### src/lfs_pkg.sv
// Behaviour
// - Each channel watches its lead-open input and raises a line fault flag while the break is present.
// - A control bit switches line fault detection on or off, and while off no fault is flagged.
// - After a fault the channel's measured value stays blocked for a settable hold-off delay.
// - With an external cold junction the hold-off setting runs 0 to 250 steps of 160 ms each.
// - With an internal cold junction the hold-off setting runs 0 to 250 steps of 240 ms each.
// - With an internal cold junction a set ratio of thermocouple to compensation measurements drives the measurement schedule.
// - Slot status bits are discrete inputs at 2048 (raw) or 14001 (one-based) plus eight times slot plus bit.
// - Bit 1 of each channel word carries the blocked flag, 0 for OK and 1 during a fault or its hold-off.
// - The low four bits of each 16-bit channel word carry status, left out when scaling is outside 10000 to 50000.
package lfs_pkg;
    localparam int unsigned CLK_KHZ           = 200000;
    localparam int unsigned STEP_EXT_MS       = 160;
    localparam int unsigned STEP_INT_MS       = 240;
    localparam int unsigned STEP_EXT_CYCLES   = STEP_EXT_MS * CLK_KHZ;
    localparam int unsigned STEP_INT_CYCLES   = STEP_INT_MS * CLK_KHZ;
    localparam int unsigned MEAS_PERIOD_US    = 1000;
    localparam int unsigned MEAS_CYCLES       = MEAS_PERIOD_US * CLK_KHZ / 1000;
    localparam logic [7:0]  HOLDOFF_MAX       = 8'hFA;
    localparam logic [15:0] SCALE_MIN         = 16'h2710;
    localparam logic [15:0] SCALE_MAX         = 16'hC350;
    localparam logic [15:0] DI_BASE_RAW       = 16'h0800;
    localparam logic [15:0] DI_BASE_ONE       = 16'h36B1;
    localparam int unsigned FAULT_BIT         = 1;
    localparam int unsigned STATUS_BITS       = 4;
    // register byte offsets
    localparam logic [7:0]  OFS_CTRL          = 8'h00;
    localparam logic [7:0]  OFS_STATUS        = 8'h04;
    localparam logic [7:0]  OFS_DI_ADDR       = 8'h08;
    localparam logic [7:0]  OFS_SCALE         = 8'h0C;
    localparam logic [7:0]  OFS_CHAN0         = 8'h20;
    // control and status register fields
    localparam int unsigned CTRL_LFD_EN       = 0;
    localparam int unsigned CTRL_CJ_INT       = 1;
    localparam int unsigned CTRL_HOLD_LSB     = 8;
    localparam int unsigned CTRL_RATIO_LSB    = 16;
    localparam int unsigned STATUS_BLK_LSB    = 16;
    // reset values
    localparam logic        RST_LFD_EN        = 1'b1;
    localparam logic        RST_CJ_INT        = 1'b0;
    localparam logic [7:0]  RST_HOLDOFF       = 8'h0A;
    localparam logic [7:0]  RST_RATIO         = 8'h01;
    localparam logic [15:0] RST_SCALE         = 16'hC350;
endpackage : lfs_pkg

### src/lfs_top.sv
`timescale 1ns/1ps
`default_nettype none
module lfs_top #(
    parameter int unsigned N_CH        = 8,
    parameter int unsigned SLOT        = 0,
    parameter int unsigned STEP_EXT    = lfs_pkg::STEP_EXT_CYCLES,
    parameter int unsigned STEP_INT    = lfs_pkg::STEP_INT_CYCLES,
    parameter int unsigned MEAS_PERIOD = lfs_pkg::MEAS_CYCLES
) (
    input  wire logic              CLK,
    input  wire logic              SYS_RST,
    input  wire logic [7:0]        AVS_ADDRESS,
    input  wire logic              AVS_READ,
    input  wire logic              AVS_WRITE,
    input  wire logic [31:0]       AVS_WRITEDATA,
    input  wire logic [3:0]        AVS_BYTEENABLE,
    output var  logic [31:0]       AVS_READDATA,
    output var  logic              AVS_WAITREQUEST,
    input  wire logic [N_CH-1:0]   LEAD_OPEN,
    input  wire logic              SAMPLE_VALID,
    input  wire logic [2:0]        SAMPLE_CHAN,
    input  wire logic [15:0]       SAMPLE_DATA,
    output var  logic [N_CH-1:0]   LINE_FAULT,
    output var  logic [N_CH-1:0]   VALUE_BLOCKED,
    output var  logic              MEAS_START,
    output var  logic              MEAS_IS_CJC
);
    // configuration
    logic        lfd_en_reg;
    logic        cj_int_reg;
    logic [7:0]  holdoff_reg;
    logic [7:0]  ratio_reg;
    logic [15:0] scale_reg;
    logic [7:0]  holdoff_next;

    // bus slave
    logic        wait_reg;
    logic [31:0] rdata_reg;
    logic [31:0] rdata_next;
    logic        wr_take;
    logic        rd_take;
    logic        sel_ctrl;
    logic        sel_status;
    logic        sel_di;
    logic        sel_scale;
    logic        sel_chan;
    logic [2:0]  chan_idx;
    logic        chan_ok;

    // timing
    logic [31:0] step_cnt_reg;
    logic [31:0] step_len;
    logic        step_tick;
    logic [31:0] meas_cnt_reg;
    logic        meas_tick;
    logic [7:0]  tc_cnt_reg;
    logic        cjc_due;

    // per channel
    logic [N_CH-1:0] sync1_reg;
    logic [N_CH-1:0] sync2_reg;
    logic [N_CH-1:0] fault_now;
    logic [N_CH-1:0] blocked_reg;
    logic [N_CH-1:0] fault_reg;
    logic [15:0]     word_arr [N_CH];
    logic            status_on;
    logic [15:0]     di_raw;
    logic [15:0]     di_one;

    assign wr_take    = AVS_WRITE && !wait_reg;
    assign rd_take    = AVS_READ && wait_reg;
    assign sel_ctrl   = AVS_ADDRESS == lfs_pkg::OFS_CTRL;
    assign sel_status = AVS_ADDRESS == lfs_pkg::OFS_STATUS;
    assign sel_di     = AVS_ADDRESS == lfs_pkg::OFS_DI_ADDR;
    assign sel_scale  = AVS_ADDRESS == lfs_pkg::OFS_SCALE;
    assign chan_idx   = 3'((AVS_ADDRESS - lfs_pkg::OFS_CHAN0) >> 2);
    assign sel_chan   = AVS_ADDRESS >= lfs_pkg::OFS_CHAN0 && AVS_ADDRESS[1:0] == 2'h0;
    assign chan_ok    = sel_chan && 32'(chan_idx) < N_CH
                        && AVS_ADDRESS < 8'(lfs_pkg::OFS_CHAN0 + 8'(4 * N_CH));

    // settings above the documented top step are clamped rather than wrapped
    assign holdoff_next = (AVS_WRITEDATA[lfs_pkg::CTRL_HOLD_LSB +: 8] > lfs_pkg::HOLDOFF_MAX)
                          ? lfs_pkg::HOLDOFF_MAX
                          : AVS_WRITEDATA[lfs_pkg::CTRL_HOLD_LSB +: 8];

    // bit address of this slot's bit 0; the master adds the bit number
    assign di_raw = 16'(lfs_pkg::DI_BASE_RAW + 16'(8 * SLOT));
    assign di_one = 16'(lfs_pkg::DI_BASE_ONE + 16'(8 * SLOT));

    assign status_on = scale_reg >= lfs_pkg::SCALE_MIN
                       && scale_reg <= lfs_pkg::SCALE_MAX;

    always_comb begin
        rdata_next = 32'h0000_0000;
        if (sel_ctrl) begin
            rdata_next[lfs_pkg::CTRL_LFD_EN]         = lfd_en_reg;
            rdata_next[lfs_pkg::CTRL_CJ_INT]         = cj_int_reg;
            rdata_next[lfs_pkg::CTRL_HOLD_LSB +: 8]  = holdoff_reg;
            rdata_next[lfs_pkg::CTRL_RATIO_LSB +: 8] = ratio_reg;
        end else if (sel_status) begin
            rdata_next[N_CH-1:0]                          = fault_reg;
            rdata_next[lfs_pkg::STATUS_BLK_LSB +: N_CH]   = blocked_reg;
        end else if (sel_di) begin
            rdata_next = {di_one, di_raw};
        end else if (sel_scale) begin
            rdata_next[15:0] = scale_reg;
        end else if (chan_ok) begin
            rdata_next[15:0] = word_arr[chan_idx];
        end
    end

    // one wait state: request seen, then answered with waitrequest low
    always_ff @(posedge CLK) begin
        if (SYS_RST) begin
            wait_reg  <= 1'b1;
            rdata_reg <= 32'h0000_0000;
        end else begin
            wait_reg <= !((AVS_READ || AVS_WRITE) && wait_reg);
            if (rd_take) begin
                rdata_reg <= rdata_next;
            end
        end
    end

    always_ff @(posedge CLK) begin
        if (SYS_RST) begin
            lfd_en_reg  <= lfs_pkg::RST_LFD_EN;
            cj_int_reg  <= lfs_pkg::RST_CJ_INT;
            holdoff_reg <= lfs_pkg::RST_HOLDOFF;
            ratio_reg   <= lfs_pkg::RST_RATIO;
            scale_reg   <= lfs_pkg::RST_SCALE;
        end else if (wr_take) begin
            if (sel_ctrl && AVS_BYTEENABLE[0]) begin
                lfd_en_reg <= AVS_WRITEDATA[lfs_pkg::CTRL_LFD_EN];
                cj_int_reg <= AVS_WRITEDATA[lfs_pkg::CTRL_CJ_INT];
            end
            if (sel_ctrl && AVS_BYTEENABLE[1]) begin
                holdoff_reg <= holdoff_next;
            end
            if (sel_ctrl && AVS_BYTEENABLE[2]) begin
                ratio_reg <= AVS_WRITEDATA[lfs_pkg::CTRL_RATIO_LSB +: 8];
            end
            if (sel_scale && AVS_BYTEENABLE[0]) begin
                scale_reg[7:0] <= AVS_WRITEDATA[7:0];
            end
            if (sel_scale && AVS_BYTEENABLE[1]) begin
                scale_reg[15:8] <= AVS_WRITEDATA[15:8];
            end
        end
    end

    // hold-off step length follows the cold junction choice
    assign step_len  = cj_int_reg ? STEP_INT : STEP_EXT;
    assign step_tick = step_cnt_reg >= step_len - 32'd1;
    assign meas_tick = meas_cnt_reg >= MEAS_PERIOD - 32'd1;
    assign cjc_due   = cj_int_reg && tc_cnt_reg >= ratio_reg;

    always_ff @(posedge CLK) begin
        if (SYS_RST) begin
            step_cnt_reg <= 32'h0000_0000;
            meas_cnt_reg <= 32'h0000_0000;
        end else begin
            step_cnt_reg <= step_tick ? 32'h0000_0000 : step_cnt_reg + 32'd1;
            meas_cnt_reg <= meas_tick ? 32'h0000_0000 : meas_cnt_reg + 32'd1;
        end
    end

    // every ratio thermocouple cycles one compensation cycle is slotted in
    always_ff @(posedge CLK) begin
        if (SYS_RST) begin
            tc_cnt_reg  <= 8'h00;
            MEAS_START  <= 1'b0;
            MEAS_IS_CJC <= 1'b0;
        end else begin
            MEAS_START <= meas_tick;
            if (meas_tick) begin
                MEAS_IS_CJC <= cjc_due;
                tc_cnt_reg  <= cjc_due ? 8'h00 : (tc_cnt_reg == 8'hFF ? 8'hFF : tc_cnt_reg + 8'h01);
            end
        end
    end

    genvar g;
    generate
        for (g = 0; g < N_CH; g++) begin : g_ch
            logic [7:0]  hold_cnt_reg;
            logic [15:0] raw_reg;
            logic        hold_left;

            assign fault_now[g] = lfd_en_reg && sync2_reg[g];
            assign hold_left    = hold_cnt_reg != 8'h00;

            always_ff @(posedge CLK) begin
                if (SYS_RST) begin
                    sync1_reg[g] <= 1'b0;
                    sync2_reg[g] <= 1'b0;
                end else begin
                    sync1_reg[g] <= LEAD_OPEN[g];
                    sync2_reg[g] <= sync1_reg[g];
                end
            end

            // a step may be partly gone when counting starts, so the wait
            // is up to one step shorter than the setting times the step
            always_ff @(posedge CLK) begin
                if (SYS_RST) begin
                    hold_cnt_reg   <= 8'h00;
                    blocked_reg[g] <= 1'b0;
                end else if (fault_now[g]) begin
                    hold_cnt_reg   <= holdoff_reg;
                    blocked_reg[g] <= 1'b1;
                end else if (!lfd_en_reg) begin
                    hold_cnt_reg   <= 8'h00;
                    blocked_reg[g] <= 1'b0;
                end else begin
                    if (step_tick && hold_left) begin
                        hold_cnt_reg <= hold_cnt_reg - 8'h01;
                    end
                    blocked_reg[g] <= hold_left;
                end
            end

            always_ff @(posedge CLK) begin
                if (SYS_RST) begin
                    raw_reg <= 16'h0000;
                end else if (SAMPLE_VALID && SAMPLE_CHAN == 3'(g)) begin
                    raw_reg <= SAMPLE_DATA;
                end
            end

            // while blocked the value field reads zero, the status stays
            always_comb begin
                word_arr[g] = blocked_reg[g] ? 16'h0000 : raw_reg;
                if (status_on) begin
                    word_arr[g][lfs_pkg::STATUS_BITS-1:0]  = 4'h0;
                    word_arr[g][lfs_pkg::FAULT_BIT]        = blocked_reg[g];
                end
            end
        end
    endgenerate

    always_ff @(posedge CLK) begin
        if (SYS_RST) begin
            fault_reg     <= '0;
            LINE_FAULT    <= '0;
            VALUE_BLOCKED <= '0;
        end else begin
            fault_reg     <= fault_now;
            LINE_FAULT    <= fault_now;
            // fault_now joins in so the output never trails the fault flag
            VALUE_BLOCKED <= blocked_reg | fault_now;
        end
    end

    assign AVS_READDATA    = rdata_reg;
    assign AVS_WAITREQUEST = wait_reg;
endmodule : lfs_top
`default_nettype wire

### config.mk
export PLATFORM = sky130hd
export DESIGN_NAME = lfs_top
export DESIGN_NICKNAME = d
export VERILOG_FILES = /design/src/lfs_pkg.sv /design/src/lfs_top.sv
export SDC_FILE = /design/constraint.sdc
export NUM_CORES = 1
export LEC_CHECK = 0
export ABC_AREA = 1
export BUFFER_PORTS_ARGS = -buffer_cell sky130_fd_sc_hd__buf_4
export CORE_MARGIN = 2
export CORE_UTILIZATION = 65
export DETAILED_ROUTE_END_ITERATION = 8
export PLACE_DENSITY = 0.92
export SLEW_MARGIN = 20
export SYNTH_ARGS = -nofsm -noshare
export SYNTH_HDL_FRONTEND = slang
export SYNTH_SLANG_ARGS = --single-unit
### constraint.sdc
create_clock -name CLK -period 3.8 [get_ports CLK]
set_input_delay 0.76 -clock CLK [delete_from_list [all_inputs] [get_ports CLK]]
set_output_delay 0.76 -clock CLK [all_outputs]
set_load 0.1 [all_outputs]
==> results of run 1 <==
==> layout by cell type, fill, tap and decap left out, types with 4 or more instances in the layout <==
cell	synthesis	final
nor2_2	5	5
xnor2_1	16	16
clkbuf_16	0	41
o31ai_1	8	8
dfxtp_1	366	366
conb_1	1	23
nand3_1	105	105
nor4_1	5	5
o41ai_1	12	12
nand2_1	280	280
nor3_2	4	4
nor2_1	422	422
nor3b_1	7	7
o211ai_1	17	17
a21oi_1	250	250
nand2_4	9	9
inv_2	4	4
o21ai_1	4	4
inv_1	216	215
o22ai_1	60	60
o21ai_0	211	211
nand2_2	6	6
buf_4	8	135
clkbuf_1	65	10
nor3_1	27	27
or2_2	4	4
o21ai_2	4	4
nand4_1	39	39
clkbuf_8	0	9
xor2_1	50	50
clkinv_1	12	12
ha_1	35	35
==> per-layer routing <==
metal  up-vias  GRT usage  part of all wire
li1       7863          -                 -
met1      7836      0.440              0.35
met2      1268      0.603              0.45
met3       356     0.0994              0.13
met4         4      0.259             0.074
met5         -     0.0152            0.0011
==> worst min path at each step <==
stage                  from           end  slack, ps  depth (start not counted)
2_1_floorplan  sync1_reg[0]  sync2_reg[0]        390                          2
3_3_place_gp   sync1_reg[7]  sync2_reg[7]        390                          2
3_5_place_dp   sync1_reg[4]  sync2_reg[4]        390                          2
4_1_cts        sync1_reg[4]  sync2_reg[4]        400                          2
5_1_grt        sync1_reg[6]  sync2_reg[6]        420                          2
6_report       sync1_reg[4]  sync2_reg[4]        400                          2
==> area by class of cell <==
type / count / area [um^2] / area share
clock buffer: 60 / 1190 / 0.0618
clock inverter: 5 / 77.6 / 0.00404
inverter: 232 / 873 / 0.0455
multi-input combinational: 1636 / 8280 / 0.431
sequential: 366 / 7330 / 0.382
tap: 335 / 419 / 0.0218
timing repair buffer: 136 / 1030 / 0.0538
==> kinds of logic (layout without fill, tap and decap cells) <==
logic type / count (synthesis) / after routing / share of synthesized area
AOI/OAI and AO/OA: 588 / 588 / 0.190
adders and majority gates: 35 / 35 / 0.0259
buffers and inverters: 341 / 433 / 0.0814
and+or+nand+nor: 924 / 924 / 0.235
xor gates and xnor gates: 66 / 66 / 0.0342
other: 1 / 23 / 0.000222
DFF: 366 / 366 / 0.434
==> power by group through the flow <==
stage	clock (mW)	combinational [mW]	sequential [mW]
CTS	3.78	3.26	4.60
global placement	0	3.01	4.65
detailed placement	0	3.20	4.67
floorplan	0	2.37	4.77
finish	3.80	3.37	4.63
global route	3.95	3.68	4.66
==> worst min-delay path, delay by kind of cell (launching register included) <==
kind / cells / cell delay [ps]
DFF: 1 / 290
and+or+nand+nor: 1 / 30
buffers and inverters: 1 / 40
==> through the flow <==
step                setup slack, ps   util  total power, mW
floorplan                      1630      -             7.13
global placement                840  0.696             7.66
detailed placement              781  0.696             7.87
CTS                            1040  0.745             11.6
global route                    841  0.745             12.3
finish                         1000  0.745             11.8
==> metrics.txt, run 1 <==
outcome finished, final reports clean; TritonCTS Sinks ~370; total half-perimeter wirelength after legalization and detailed placement ~34 mm; clock latency reported for the late side of the worst-skew pair 550 ps; Boundary Pins ~130; list of most frequent post-synthesis cells 422 x nor2_1, 366 x dfxtp_1, 280 x nand2_1; RSZ-0062 raised after global routing no; post-synth top area share 0.434; overflow left after global routing 0; Initial DRC Count 3099; count of antenna diodes in the layout 0; switching share of power 0.350; CP Depth 11; CP startpoint cj_int_reg; dominant cell type by area after synthesis dfxtp_1; Critical R2R Capture g_ch[2].hold_cnt_reg[2]; Post-route DRC 0; floorplan die height roughly 170 um; Net Sw Power ~4.1 mW; ys async rst share 0; wire length per cell after detailed routing about 19 um; initial antenna violation count 1; total die area 27300 um^2; final instance area roughly 19000 um^2; register bit count reported by yosys ~370; aggregate global-route resource usage 0.377; post-synthesis instance total approximately 2300; worst setup slack for register-to-register paths about 1000 ps; Post-Place Cells about 2700; transition time at the pin with the least slew margin 882 ps; Placed Instance Area approximately 18000 um^2; number of nets with antenna violations after detailed routing 0; dominant register cell in the synthesized netlist dfxtp_1; Syn Area/Cell around 7.3 um^2; number of failing hold endpoints at the final stage 0; capturing instance or port of the critical path g_ch[2].hold_cnt_reg[2]; delay contributed by the slowest stage of the critical path around 530 ps; final-layout worst hold slack around 400 ps; routed vias roughly 17000; LEAKAGE between 8 and 9 nW; number of max-slew violations in the final report 0; Largest delay share family, worst path simple AND/OR/NAND/NOR gates; # Post-CTS Setup Buffers 0; maximum achievable frequency ~360 MHz; slowest cell on the critical path dfxtp_1; cells along the critical path inv_1 > ha_1 > a21o_1 > a21oi_1 > o21ai_0 > o21ai_2 > nand2_8 > nand2_2 > nand2_1 > nand2_1 > a21oi_1; Period Utilization, post-route 0.737; number of warnings reported in the yosys synthesis log 0; number of global-route vias before repair 16400; Combinational Power Share 0.285; Cell Int Power 7.67 mW; leading post-synthesis cells by cell area dfxtp_1 43%, nor2_1 9.4%, a21oi_1 7.4%; htree depth 2; routed wire length ~53 mm; required time at the endpoint of the critical path around 4200 ps; clock tree from TritonCTS built; Net count, final between 2000 and 3000; Mapped Area 16900 um^2; element type at the critical path start register; type of the tightest min-delay check reg2reg; number of unique standard cell types used by synthesis 52; Core ar. 25800 um^2; clock tree root buffer cell clkbuf_16; global-route wire length before repair ~80 mm; launch point of the worst reg-to-reg path cj_int_reg; number of fillers in the final layout about 1800; Die Width ~170 um; proportion of synthesized chip area in sequential cells 0.434; most common cell in the netlist nor2_1; count of input and output buffers around 110; worst relative slew slack 0.412; count of TritonRoute iterations in the first routing pass 7; cts repair resizes 0; Crit Path Category reg2reg; Clock power frac 0.322; last weighted congestion value of the routability-driven placer 0.959; Setup crit end kind register; Post-synth EDFFs 0; number of buffers inserted during clock tree synthesis 38; fraction of power consumed by sequential logic 0.393; number of flip-flops under the largest register name around 130; layout cell share with drive strength beyond 1 0.0986; Worst EP arrival approximately 3200 ps; layout overhead on the synthesized area 13.6%; final number of setup-violating endpoints 0; setup tns final 0 ps; Final min period 2800 ps; max-capacitance violation count 0; initial standard-cell utilization of the core 0.656; Bufs and invs on worst path 1; clock buffer depth 3; number of placement rows 59; Post-Layout Cell Count 2770; worst reg-to-reg path cell count 11; worst-case clock skew between 20 and 30 ps; IR drop worst, VDD about 0.0006 V; highest net fanout along the worst path 11; largest net degree at the start of global routing approximately 100; detailed-route vias per instance 6.26; CTS hold repair buffers 0; clock input transition at the sequential cells of the worst setup and hold paths roughly 60 ps; Power per Cell Area 615 nW/um^2
Note: power is estimated with default switching activity, not from simulation.
==> run 2, diff against run 1 <==
--- a/config.mk
+++ b/config.mk
@@ -8,9 +8,9 @@
 export ABC_AREA = 1
 export BUFFER_PORTS_ARGS = -buffer_cell sky130_fd_sc_hd__buf_4
 export CORE_MARGIN = 2
-export CORE_UTILIZATION = 65
+export CORE_UTILIZATION = 60
 export DETAILED_ROUTE_END_ITERATION = 8
-export PLACE_DENSITY = 0.92
+export PLACE_DENSITY = 0.87
 export SLEW_MARGIN = 20
 export SYNTH_ARGS = -nofsm -noshare
 export SYNTH_HDL_FRONTEND = slang
==> constraint.sdc (replaced) <==
create_clock -name CLK -period 2.88 [get_ports CLK]
set_input_delay 0.576 -clock CLK [delete_from_list [all_inputs] [get_ports CLK]]
set_output_delay 0.576 -clock CLK [all_outputs]
set_load 0.1 [all_outputs]
==> metrics.txt, run 2 (synthesis gave the netlist of run 1 again) <==
maximum achievable frequency 397 MHz (was 357 MHz); total die area 29500 um^2 (was 27300 um^2); Hold Path Depth 3 (was 2); # Post-CTS Setup Buffers 0 (unchanged); worst relative slew slack 0.309 (was 0.412); cts repair resizes 0 (unchanged); IR drop worst, VDD 0.000727 V (was 0.000606 V); final design utilization 0.698 (was 0.745); clock buffer depth 3 (unchanged); Core ar. 27800 um^2 (was 25800 um^2); worst reg-to-reg path cell count 12 (was 11); routed wire length 50.9 mm (was 52.7 mm); Post-Place Cells 2763 (was 2705); worst setup slack for register-to-register paths 360 ps (was 1000 ps); TritonCTS Sinks 366 (unchanged); required time at the endpoint of the critical path 3270 ps (was 4180 ps); outcome finished, final reports clean (unchanged); wire length per cell after detailed routing 18.0 um (was 19.0 um); htree depth 2 (unchanged); final number of setup-violating endpoints 0 (unchanged); number of failing hold endpoints at the final stage 0 (unchanged); Critical R2R Capture g_ch[2].hold_cnt_reg[0] (was g_ch[2].hold_cnt_reg[2]); Post-route DRC 0 (unchanged); max-capacitance violation count 0 (unchanged); launch point of the worst reg-to-reg path cj_int_reg (unchanged); CP startpoint cj_int_reg (unchanged); Setup crit end kind register (unchanged); clock input transition at the sequential cells of the worst setup and hold paths 60 ps (about the same); Hold Path Sink sync1_reg[0] (was sync2_reg[4]); detailed-route vias per instance 5.98 (was 6.26); clock latency reported for the late side of the worst-skew pair 550 ps (about the same); number of buffers inserted during clock tree synthesis 38 (unchanged); clock tree root buffer cell clkbuf_16 (unchanged); highest net fanout along the worst path 11 (unchanged); number of flip-flops under the largest register name 128 (unchanged); commonest non-fill, non-tap cell in the layout nor2_1 (unchanged); Initial DRC Count 1988 (was 3099); number of placement rows 61 (was 59); Crit Path Category reg2reg (unchanged); initial antenna violation count 0 (was 1); Post-Layout Cell Count 2831 (was 2770); last weighted congestion value of the routability-driven placer 0.945 (was 0.959); Power per Cell Area 795 nW/um^2 (was 615 nW/um^2); number of nets with antenna violations after detailed routing 0 (unchanged); CTS hold repair buffers 0 (unchanged); Die Width 172 um (was 165 um); initial standard-cell utilization of the core 0.608 (was 0.656); floorplan die height 172 um (was 165 um); source of the worst hold timing path LEAD_OPEN[0] (was sync1_reg[4]); setup tns final 0 ps (unchanged); Worst EP arrival 2900 ps (was 3180 ps); count of input and output buffers 113 (unchanged); aggregate global-route resource usage 0.339 (was 0.377); clock tree from TritonCTS built (unchanged); highest-count cells in the layout ignoring fill and taps 422 x nor2_1, 366 x dfxtp_1, 280 x nand2_1, 250 x a21oi_1, 215 x inv_1 (unchanged); overflow left after global routing 0 (unchanged); Period Utilization, post-route 0.874 (was 0.737); final-layout worst hold slack 227 ps (was 403 ps); LEAKAGE 8.28 nW (was 8.19 nW); count of antenna diodes in the layout 0 (unchanged); number of max-slew violations in the final report 0 (unchanged); transition time at the pin with the least slew margin 1040 ps (was 882 ps); layout overhead on the synthesized area 14.7% (was 13.6%); global-route wire length before repair 79.9 mm (was 81.4 mm); RSZ-0062 raised after global routing no (unchanged); number of fillers in the final layout 2239 (was 1805); element type at the critical path start register (unchanged); total half-perimeter wirelength after legalization and detailed placement 33.7 mm (was 33.9 mm); Net count, final 2536 (was 2521); count of TritonRoute iterations in the first routing pass 5 (was 7); Boundary Pins 127 (unchanged); largest net degree at the start of global routing 91 (was 104); routed vias 16900 (was 17300); type of the tightest min-delay check in2reg (was reg2reg); Final min period 2520 ps (was 2800 ps); layout cell share with drive strength beyond 1 0.106 (was 0.0986); number of global-route vias before repair 16200 (was 16400); worst-case clock skew 16.7 ps (was 28.4 ps)
run 2: changes by cell type in the layout (fill, tap and decap cells not counted), sizes merged:
cell	change
bufinv	+1
buf	+15
clkbuf	-6
clkinv	+8
run 2: how the worst max path moves through the flow:
stage / depth (start not counted) / to / slack, ps
global placement: 9 / scale_reg[1] / 370
global route: 12 / g_ch[2].hold_cnt_reg[0] / 110
detailed placement: 9 / scale_reg[7] / 350
floorplan: 6 / AVS_READDATA[15] / 710
finish: 12 / g_ch[2].hold_cnt_reg[0] / 360
CTS: 12 / g_ch[2].hold_cnt_reg[0] / 390
run 2: layer usage:
metal  track usage  part of all wire  up-vias
met1         0.410              0.37     7746
met5             0                 0        -
met4         0.212             0.059        0
li1              -                 -     7883
met2         0.545              0.45     1038
met3        0.0794              0.12      252
run 2: report_power, final:
group	internal, mW	leakage [nW]	switching (mW)
registers	5.60	2.99	0.480
logic	1.53	4.66	2.78
clock network	2.97	0.634	2.05
total	10.1	8.28	5.31
run 2: cell type report:
| type | count | area, um^2 | share of cell area |
|---|---|---|---|
| clock buffers | 54 | 1110 | 0.0574 |
| clock inverters | 14 | 170 | 0.00878 |
| inverters | 232 | 873 | 0.0451 |
| multi-input cells | 1636 | 8280 | 0.427 |
| flip-flops and latches | 366 | 7330 | 0.378 |
| well taps | 378 | 473 | 0.0244 |
| repair buffers | 151 | 1150 | 0.0591 |
run 2: metrics by stage:
stage                     worst slack (ps)  power [mW]  cell area [um^2]
after CTS                              386        15.3             19400
after global placement                 374        10.1             18100
after floorplan                        714        9.41             17000
after global routing                   113        16.2             19400
final                                  362        15.4             19400
after detailed placement               349        10.3             18100
run 2: critical path, cell delays in order (launching register included):
cell and delay (ps):
dfxtp_1 350, inv_1 160, ha_1 350, inv_1 60, nor2_1 40, o21ai_0 160, o21ai_0 170, a21oi_2 280
nand2_8 180, nand2_2 240, nand2_1 200, nand2_1 110, a21oi_1 60
